[src/hw/ttp_defs.svh]
// Purpose: Offsets, field positions and reset values of the trigger-out and preload block.
// Assumes: Register port with word offsets as below.
// Notes: Definitions only.
`ifndef TTP_DEFS_SVH
`define TTP_DEFS_SVH
`define TTP_CTL2_OFFSET 4'h4
`define TTP_SHADOW_OFFSET 4'h8
`define TTP_CTL2_RESET 16'h0000
`define TTP_CTL2_MASK 16'h7ffd
`define TTP_BIT_PRELOAD 0
`define TTP_BIT_UPD_SRC 2
`define TTP_BIT_DMA_SEL 3
`define TTP_TSEL_LSB 4
`define TTP_TSEL_MSB 6
`define TTP_CHAN_BITS 8
`define TTP_TRIG_LAG 1
`endif

[src/hw/ttp_pkg.sv]
// Purpose: Types of the trigger-out and preload block.
// Assumes: Included header supplies numeric constants.
// Notes: None.
package ttp_pkg;
    typedef enum logic [2:0] {
        TTP_TSEL_RESET = 3'h0,
        TTP_TSEL_ENABLE = 3'h1,
        TTP_TSEL_UPDATE = 3'h2,
        TTP_TSEL_CMP_PULSE = 3'h3,
        TTP_TSEL_OC1 = 3'h4,
        TTP_TSEL_OC2 = 3'h5,
        TTP_TSEL_OC3 = 3'h6,
        TTP_TSEL_RSVD = 3'h7
    } ttp_tsel_e;
    typedef struct packed {
        logic [3:0] addr;
        logic [15:0] wdata;
        logic wr;
        logic rd;
    } ttp_bus_s;
    typedef struct packed {
        logic counter_run_bit;
        logic gated_trigger;
        logic master_slave_sync;
        logic update_event;
        logic reset_event;
        logic slave_reset;
        logic chan1_capture;
        logic [2:0] out_ref;
        logic commutate;
        logic trigger_input;
        logic chan_event;
    } ttp_core_s;
endpackage : ttp_pkg

[src/hw/ttp_trigger_preload.sv]
// Purpose: Trigger output selection, DMA timing and channel bit preload.
// Assumes: Core events are one-cycle pulses synchronous to sys_clk_in.
// Notes: Register port answers reads one cycle later.
// Functional notes
// - Reset trigger output lags slave-mode reset.
// - Code 001 outputs counter run signal.
// - Trigger-controlled enable delayed unless sync mode.
// - Code 010 outputs update event.
// - Code 011 pulses on every channel-1 event.
// - Codes 100-110 output channel references 1-3.
// - Bit 3 picks update or channel DMA timing.
// - Bit 2 adds trigger rising edge transfer.
// - Bit 0 preloads bits until commutation.
`timescale 1ns/1ps
`default_nettype none
`include "ttp_defs.svh"
module ttp_trigger_preload #(
    parameter int CHAN_BITS = `TTP_CHAN_BITS
) (
    // Clock and reset.
    input wire logic sys_clk_in,
    input wire logic rst_n_in,
    // Register port.
    input wire ttp_pkg::ttp_bus_s bus_in,
    output logic [15:0] rdata_out,
    // Timer core signals.
    input wire ttp_pkg::ttp_core_s core_in,
    input wire logic [CHAN_BITS-1:0] chan_bits_in,
    // Results.
    output logic sync_trigger_out,
    output logic dma_req_out,
    output logic [CHAN_BITS-1:0] chan_bits_active_out
);
    import ttp_pkg::*;

    logic rst_s1_q;
    logic rst_s2_q;
    logic [15:0] ctl_q;
    logic [15:0] rdata_q;
    logic trig_q;
    logic dma_q;
    logic trig_in_q;
    logic [CHAN_BITS-1:0] act_q;
    logic reset_late;
    logic run_late;
    logic gate_late;

    always_ff @(posedge sys_clk_in or negedge rst_n_in)
    begin
        if (!rst_n_in)
        begin
            rst_s1_q <= 1'b0;
            rst_s2_q <= 1'b0;
        end
        else
        begin
            rst_s1_q <= 1'b1;
            rst_s2_q <= rst_s1_q;
        end
    end

    wire rst_n = rst_s2_q;
    wire ctl_hit = bus_in.addr == `TTP_CTL2_OFFSET;
    wire shd_hit = bus_in.addr == `TTP_SHADOW_OFFSET;
    wire [15:0] ctl_d = bus_in.wdata & `TTP_CTL2_MASK;
    wire [15:0] rd_mux = ctl_hit ? ctl_q :
        shd_hit ? 16'(act_q) : 16'h0000;
    wire ttp_tsel_e trig_sel = ttp_tsel_e'(ctl_q[`TTP_TSEL_MSB:`TTP_TSEL_LSB]);
    wire dma_sel = ctl_q[`TTP_BIT_DMA_SEL];
    wire upd_src = ctl_q[`TTP_BIT_UPD_SRC];
    wire preload = ctl_q[`TTP_BIT_PRELOAD];
    wire run_now = core_in.counter_run_bit | core_in.gated_trigger;
    wire trig_in_rise = core_in.trigger_input & ~trig_in_q;
    wire transfer = core_in.commutate | (upd_src & trig_in_rise);
    wire dma_d = dma_sel ? core_in.update_event : core_in.chan_event;
    wire slave_reset_event = core_in.reset_event & core_in.slave_reset;
    wire gate_free = core_in.gated_trigger & ~core_in.master_slave_sync;
    // A reset from the slave controller leaves one cycle later.
    ttp_sync_delay #(.DEPTH(`TTP_TRIG_LAG)) u_reset_dly (
        .clk_in(sys_clk_in),
        .rst_n_in(rst_n),
        .d_in(slave_reset_event),
        .q_out(reset_late)
    );
    ttp_sync_delay #(.DEPTH(`TTP_TRIG_LAG)) u_run_dly (
        .clk_in(sys_clk_in),
        .rst_n_in(rst_n),
        .d_in(run_now),
        .q_out(run_late)
    );
    // The gate condition is delayed as well, so that the falling edge of a
    // trigger-driven enable lags by the same cycle as its rising edge.
    ttp_sync_delay #(.DEPTH(`TTP_TRIG_LAG)) u_gate_dly (
        .clk_in(sys_clk_in),
        .rst_n_in(rst_n),
        .d_in(gate_free),
        .q_out(gate_late)
    );
    wire reset_src = (core_in.reset_event & ~core_in.slave_reset) | reset_late;
    wire gate_ctrl = (core_in.gated_trigger | gate_late) & ~core_in.master_slave_sync;
    wire run_src = gate_ctrl ? run_late : run_now;
    logic trig_d;
    always_comb
    begin
        case (trig_sel)
            TTP_TSEL_RESET: trig_d = reset_src;
            TTP_TSEL_ENABLE: trig_d = run_src;
            TTP_TSEL_UPDATE: trig_d = core_in.update_event;
            TTP_TSEL_CMP_PULSE: trig_d = core_in.chan1_capture;
            TTP_TSEL_OC1: trig_d = core_in.out_ref[0];
            TTP_TSEL_OC2: trig_d = core_in.out_ref[1];
            TTP_TSEL_OC3: trig_d = core_in.out_ref[2];
            default: trig_d = 1'b0;
        endcase
    end
    wire [CHAN_BITS-1:0] act_d = (!preload || transfer) ? chan_bits_in : act_q;

    always_ff @(posedge sys_clk_in or negedge rst_n)
    begin
        if (!rst_n)
        begin
            ctl_q <= `TTP_CTL2_RESET;
            rdata_q <= 16'h0000;
            trig_q <= 1'b0;
            dma_q <= 1'b0;
            trig_in_q <= 1'b0;
            act_q <= '0;
        end
        else
        begin
            if (bus_in.wr && ctl_hit)
                ctl_q <= ctl_d;
            rdata_q <= bus_in.rd ? rd_mux : 16'h0000;
            trig_q <= trig_d;
            dma_q <= dma_d;
            trig_in_q <= core_in.trigger_input;
            act_q <= act_d;
        end
    end

    assign rdata_out = rdata_q;
    assign sync_trigger_out = trig_q;
    assign dma_req_out = dma_q;
    assign chan_bits_active_out = act_q;

    // Direct selections: the output follows its source one cycle later.
    upd_sel_a: assert property (@(posedge sys_clk_in) disable iff (!rst_n)
        (trig_sel == TTP_TSEL_UPDATE && core_in.update_event) |=> sync_trigger_out)
        else $error("update not on trigger output");

    cmp_pulse_a: assert property (@(posedge sys_clk_in) disable iff (!rst_n)
        (trig_sel == TTP_TSEL_CMP_PULSE) |=> sync_trigger_out == $past(core_in.chan1_capture))
        else $error("compare pulse mismatch");

    oc1_sel_a: assert property (@(posedge sys_clk_in) disable iff (!rst_n)
        (trig_sel == TTP_TSEL_OC1) |=> sync_trigger_out == $past(core_in.out_ref[0]))
        else $error("channel one reference mismatch");

    oc_sel_a: assert property (@(posedge sys_clk_in) disable iff (!rst_n)
        (trig_sel == TTP_TSEL_OC2) |=> sync_trigger_out == $past(core_in.out_ref[1]))
        else $error("channel reference mismatch");

    oc3_sel_a: assert property (@(posedge sys_clk_in) disable iff (!rst_n)
        (trig_sel == TTP_TSEL_OC3) |=> sync_trigger_out == $past(core_in.out_ref[2]))
        else $error("channel three reference mismatch");

    rsvd_sel_a: assert property (@(posedge sys_clk_in) disable iff (!rst_n)
        (trig_sel == TTP_TSEL_RSVD) |=> !sync_trigger_out)
        else $error("reserved selection not quiet");

    // Counter run selection: immediate in sync mode, one cycle late when gated.
    run_sync_a: assert property (@(posedge sys_clk_in) disable iff (!rst_n)
        (trig_sel == TTP_TSEL_ENABLE && core_in.master_slave_sync)
        |=> sync_trigger_out == $past(run_now))
        else $error("run signal mismatch");

    run_late_a: assert property (@(posedge sys_clk_in) disable iff (!rst_n)
        (trig_sel == TTP_TSEL_ENABLE && core_in.gated_trigger && !core_in.master_slave_sync)
        |=> sync_trigger_out == $past(run_now, 2))
        else $error("gated run not delayed");

    run_fall_a: assert property (@(posedge sys_clk_in) disable iff (!rst_n)
        (trig_sel == TTP_TSEL_ENABLE && gate_late && !core_in.master_slave_sync)
        |=> sync_trigger_out == $past(run_now, 2))
        else $error("gated run end not delayed");

    // Reset selection: slave-mode resets leave one cycle after the others.
    reset_late_a: assert property (@(posedge sys_clk_in) disable iff (!rst_n)
        (trig_sel == TTP_TSEL_RESET && slave_reset_event) ##1 (trig_sel == TTP_TSEL_RESET)
        |=> sync_trigger_out)
        else $error("slave reset not delayed");

    reset_lag_a: assert property (@(posedge sys_clk_in) disable iff (!rst_n)
        (trig_sel == TTP_TSEL_RESET && slave_reset_event && !reset_late) |=> !sync_trigger_out)
        else $error("slave reset left too early");

    reset_now_a: assert property (@(posedge sys_clk_in) disable iff (!rst_n)
        (trig_sel == TTP_TSEL_RESET && core_in.reset_event && !core_in.slave_reset)
        |=> sync_trigger_out)
        else $error("reset pulse missing");

    // DMA request timing.
    dma_time_a: assert property (@(posedge sys_clk_in) disable iff (!rst_n)
        (dma_sel && core_in.update_event) |=> dma_req_out)
        else $error("dma on update missing");

    dma_chan_a: assert property (@(posedge sys_clk_in) disable iff (!rst_n)
        (!dma_sel && core_in.chan_event) |=> dma_req_out)
        else $error("dma on channel event missing");

    dma_quiet_a: assert property (@(posedge sys_clk_in) disable iff (!rst_n)
        (dma_sel && !core_in.update_event) |=> !dma_req_out)
        else $error("dma request without update");

    // Channel bit preload.
    preload_hold_a: assert property (@(posedge sys_clk_in) disable iff (!rst_n)
        (preload && !core_in.commutate && !(upd_src && trig_in_rise))
        |=> $stable(chan_bits_active_out))
        else $error("preloaded bits changed early");

    direct_load_a: assert property (@(posedge sys_clk_in) disable iff (!rst_n)
        (!preload) |=> chan_bits_active_out == $past(chan_bits_in))
        else $error("channel bits not immediate");

    com_load_a: assert property (@(posedge sys_clk_in) disable iff (!rst_n)
        (preload && core_in.commutate) |=> chan_bits_active_out == $past(chan_bits_in))
        else $error("commutation transfer missing");

    trig_edge_load_a: assert property (@(posedge sys_clk_in) disable iff (!rst_n)
        (preload && upd_src && trig_in_rise) |=> chan_bits_active_out == $past(chan_bits_in))
        else $error("trigger edge transfer missing");

    // Read data stand for one cycle only.
    read_stand_a: assert property (@(posedge sys_clk_in) disable iff (!rst_n)
        (!bus_in.rd) |=> rdata_out == 16'h0000)
        else $error("read data outside answer cycle");
endmodule : ttp_trigger_preload
`default_nettype wire

[src/hw/ttp_sync_delay.sv]
// Purpose: Fixed delay line for single-bit timer signals.
// Assumes: One clock, asynchronous active-low reset.
// Notes: Output comes from a register.
`timescale 1ns/1ps
`default_nettype none
module ttp_sync_delay #(
    parameter int DEPTH = 1
) (
    // Clock and reset.
    input wire logic clk_in,
    input wire logic rst_n_in,
    // Data.
    input wire logic d_in,
    output logic q_out
);
    logic [DEPTH-1:0] pipe_q;
    genvar g;
    generate
        for (g = 0; g < DEPTH; g++)
        begin : g_stage
            always_ff @(posedge clk_in or negedge rst_n_in)
            begin
                if (!rst_n_in)
                    pipe_q[g] <= 1'b0;
                else
                    pipe_q[g] <= (g == 0) ? d_in : pipe_q[(g == 0) ? 0 : g-1];
            end
        end
    endgenerate
    assign q_out = pipe_q[DEPTH-1];
endmodule : ttp_sync_delay
`default_nettype wire

[config.mk]
export PLATFORM = sky130hd
export DESIGN_NAME = ttp_trigger_preload
export DESIGN_NICKNAME = d
export VERILOG_FILES = /design/src/hw/ttp_pkg.sv /design/src/hw/ttp_trigger_preload.sv /design/src/hw/ttp_sync_delay.sv
export VERILOG_INCLUDE_DIRS = /design/src /design/src/hw
export SDC_FILE = /design/constraint.sdc
export NUM_CORES = 1
export LEC_CHECK = 0
export ABC_AREA = 1
export BUFFER_PORTS_ARGS = -buffer_cell sky130_fd_sc_hd__buf_2
export CAP_MARGIN = 20
export CORE_UTILIZATION = 51
export CTS_CLUSTER_DIAMETER = 120
export DETAILED_ROUTE_END_ITERATION = 6
export PLACE_DENSITY = 0.83
export SLEW_MARGIN = 20
export SYNTH_ARGS = -nofsm -noshare
export SYNTH_HDL_FRONTEND = slang
export SYNTH_SLANG_ARGS = --single-unit
[constraint.sdc]
create_clock -name sys_clk_in -period 3.8 [get_ports sys_clk_in]
set_clock_uncertainty 0.15 [all_clocks]
set_input_delay 0.19 -clock sys_clk_in [delete_from_list [all_inputs] [get_ports sys_clk_in]]
set_output_delay 0.19 -clock sys_clk_in [all_outputs]
set_load 0.01 [all_outputs]
==> impl_metrics.json <==
{
  "outcome": "finished clean",
  "worstSetupStartpointType": "input port",
  "io_buffer_count": 67,
  "rsz0062_at_grt": "no",
  "crit_path_end_kind": "register",
  "period_share_pct": 50.0,
  "design.core.area_sq_um": 3360,
  "drtIter0Drc": 71,
  "rr_worst_depth": 5,
  "start_util_pct": 53.3,
  "ant_nets": 0,
  "clk_pin_slew_worst_paths_ns": 0.12,
  "ios": 71,
  "cp_data_arrival_time_ns": 1.98,
  "first_pass_iters": 6,
  "crit_required_ns": 3.89,
  "cts_setup_buffers": 0,
  "largest_reg_flops": 15,
  "power_leakage_nw": 1.44,
  "dp_slack_ns": 2.40,
  "setup_viol": 0,
  "power.density_nw_per_um2": 377,
  "routed-via-count": 1580,
  "clock-sinks": 45,
  "yosys.area.top_type_share_pct": 62.8,
  "gp_congestion": 0.765,
  "multi_input_area_sq_um": 518,
  "slew_violations": 0,
  "antenna_found_initial": 0,
  "max-clock-path-buffers": 2,
  "syn_to_final_growth_pct": 45.3,
  "rows": 21,
  "synth_warnings": 0,
  "fmaxAchievable_mhz": 526,
  "peakVddDrop_uv": 262,
  "layout_commonest_cell": "buf_2",
  "dpl_cell_area_sq_um": 2150,
  "drive_gt1_share_pct": 28.9,
  "layout_setup_ws_ns": 1.90,
  "drc": 0,
  "hold_path_end": "rdata_out[7]",
  "hold_path_depth": 3,
  "syn-instance-count": 188,
  "fp.dieH_um": 61.3,
  "cp_max_fo": 12,
  "ys_seq_area_share_pct": 62.8,
  "critPathKind": "in2reg",
  "finalWirelength_um": 4070,
  "synth_area_leaders": "dfrtp_1 (63%), nand2_1 (7.1%), inv_1 (5.7%)",
  "insertedDiodeCount": 0,
  "hp-class": "in2reg",
  "cap_violations": 0,
  "viasPerCell": 4.59,
  "timing.rr.end": "chan_bits_active_out[4]",
  "synth_nets": 233,
  "root_buffer": "clkbuf_4",
  "relSlewSlack_pct": 41.3,
  "grt_max_degree": 44,
  "cts_tree": "yes",
  "final_nets": 342,
  "layout_min_cycle_time_ns": 1.90,
  "wire_per_inst_um": 11.8,
  "clock_latency_ns": 0.34,
  "final_cell_mix": "buf_2 (67), dfrtp_1 (44), dlygate4sd3_1 (40), nand2_1 (34), inv_1 (27)",
  "dp_hpwl_um": 2470,
  "fillers": 242,
  "worst_pin_slew_ns": 0.880,
  "syn-cell-area_sq_um": 1790,
  "fin_area_sq_um": 2600,
  "grt_util_all_layers_pct": 22.5,
  "seqCellArea_sq_um": 1130,
  "yosysTopAreaCell": "dfrtp_1",
  "worstHoldStart": "bus_in[0]",
  "grt_pass1_wl_um": 5940,
  "r2r_slack_ns": 1.96,
  "die_w_um": 61.3,
  "numCtsBuffers": 5,
  "synth.avg_cell_area_sq_um": 9.53,
  "overflow": 0,
  "h-tree-depth": 2,
  "reg2reg_from": "trig_in_q",
  "grt_pass1_vias": 1475,
  "finalSetupTns_ns": 0,
  "die_area_sq_um": 3750,
  "hold_viol": 0,
  "synth-seq-cells": 45,
  "yosysUniqueCellTypes": 21,
  "hold_slack_ns": 0.0243
}
-- what timing repair did --
action                                  CTS  global route
hold buffers                             40             0
resized for setup                         0             0
endpoints found under the setup margin    0             0
endpoints found under the hold margin    29             0
-- how the worst max path moves through the flow --
stage | cells after the start | slack [ns] | start | endpoint
2_1_floorplan | 0 | 2.30 | rst_n | chan_bits_active_out[0]
3_3_place_gp | 6 | 2.42 | bus_in[19] | rdata_out[0]
3_5_place_dp | 6 | 2.40 | bus_in[19] | rdata_out[0]
4_1_cts | 7 | 1.94 | core_in[1] | chan_bits_active_out[5]
5_1_grt | 7 | 1.80 | core_in[1] | chan_bits_active_out[5]
6_report | 7 | 1.90 | core_in[1] | chan_bits_active_out[4]
-- stage by stage --
step | total power [mW] | cells | utilization [%]
floorplan | 0.665 | 188 | -
global placement | 0.723 | 296 | 63.8
detailed placement | 0.730 | 296 | 63.8
CTS | 0.982 | 344 | 77.4
global route | 1.04 | 344 | 77.4
finish | 0.981 | 344 | 77.4
-- cell type report --
| type | instances | area share, % |
|---|---|---|
| clock inverter | 2 | 0.577 |
| sequential | 45 | 43.3 |
| clock buffer | 6 | 1.59 |
| inverter | 28 | 4.13 |
| timing repair buffer | 107 | 28.3 |
| multi-input combinational | 110 | 19.9 |
| tap | 46 | 2.21 |
-- where the power goes --
part / switching [mW] / total (mW) / internal, mW
clock network: 0.146 / 0.218 / 0.0724
logic: 0.0993 / 0.195 / 0.0955
registers: 0.0358 / 0.568 / 0.532
-- cells in the mapped netlist (all sizes together) --
library cell,n
nor2,26
nand3,20
inv,28
a21oi,12
buf,5
mux2,1
o21ai,11
dfrtp,45
nand3b,1
o211ai,1
nand2,36
conb,2
-- logic make-up after synthesis --
logic type / count (synthesis) / share of synthesized area, %
AO/OA/AOI/OAI: 24 / 7.47
AND/OR/NAND/NOR: 83 / 20.4
multiplexers: 1 / 0.628
flip-flops: 45 / 62.8
buffers and inverters: 33 / 8.24
other: 2 / 0.419
-- metal layers --
metal	track usage, %	vias to the layer above	routed length (um)
li1	-	798	-
met1	25.7	714	1680
met2	40.4	60	2130
met3	4.62	8	185
met4	10.7	0	76
met5	0	-	0
-- worst max-delay path, stage by stage --
cell           delay [ns]
dlygate4sd3_1        0.54
buf_2                0.13
nand3b_1             0.16
nand2_1              0.24
nand2_1              0.12
nand2_1              0.05
dlygate4sd3_1        0.55
Power figures use the tool's default switching activity.
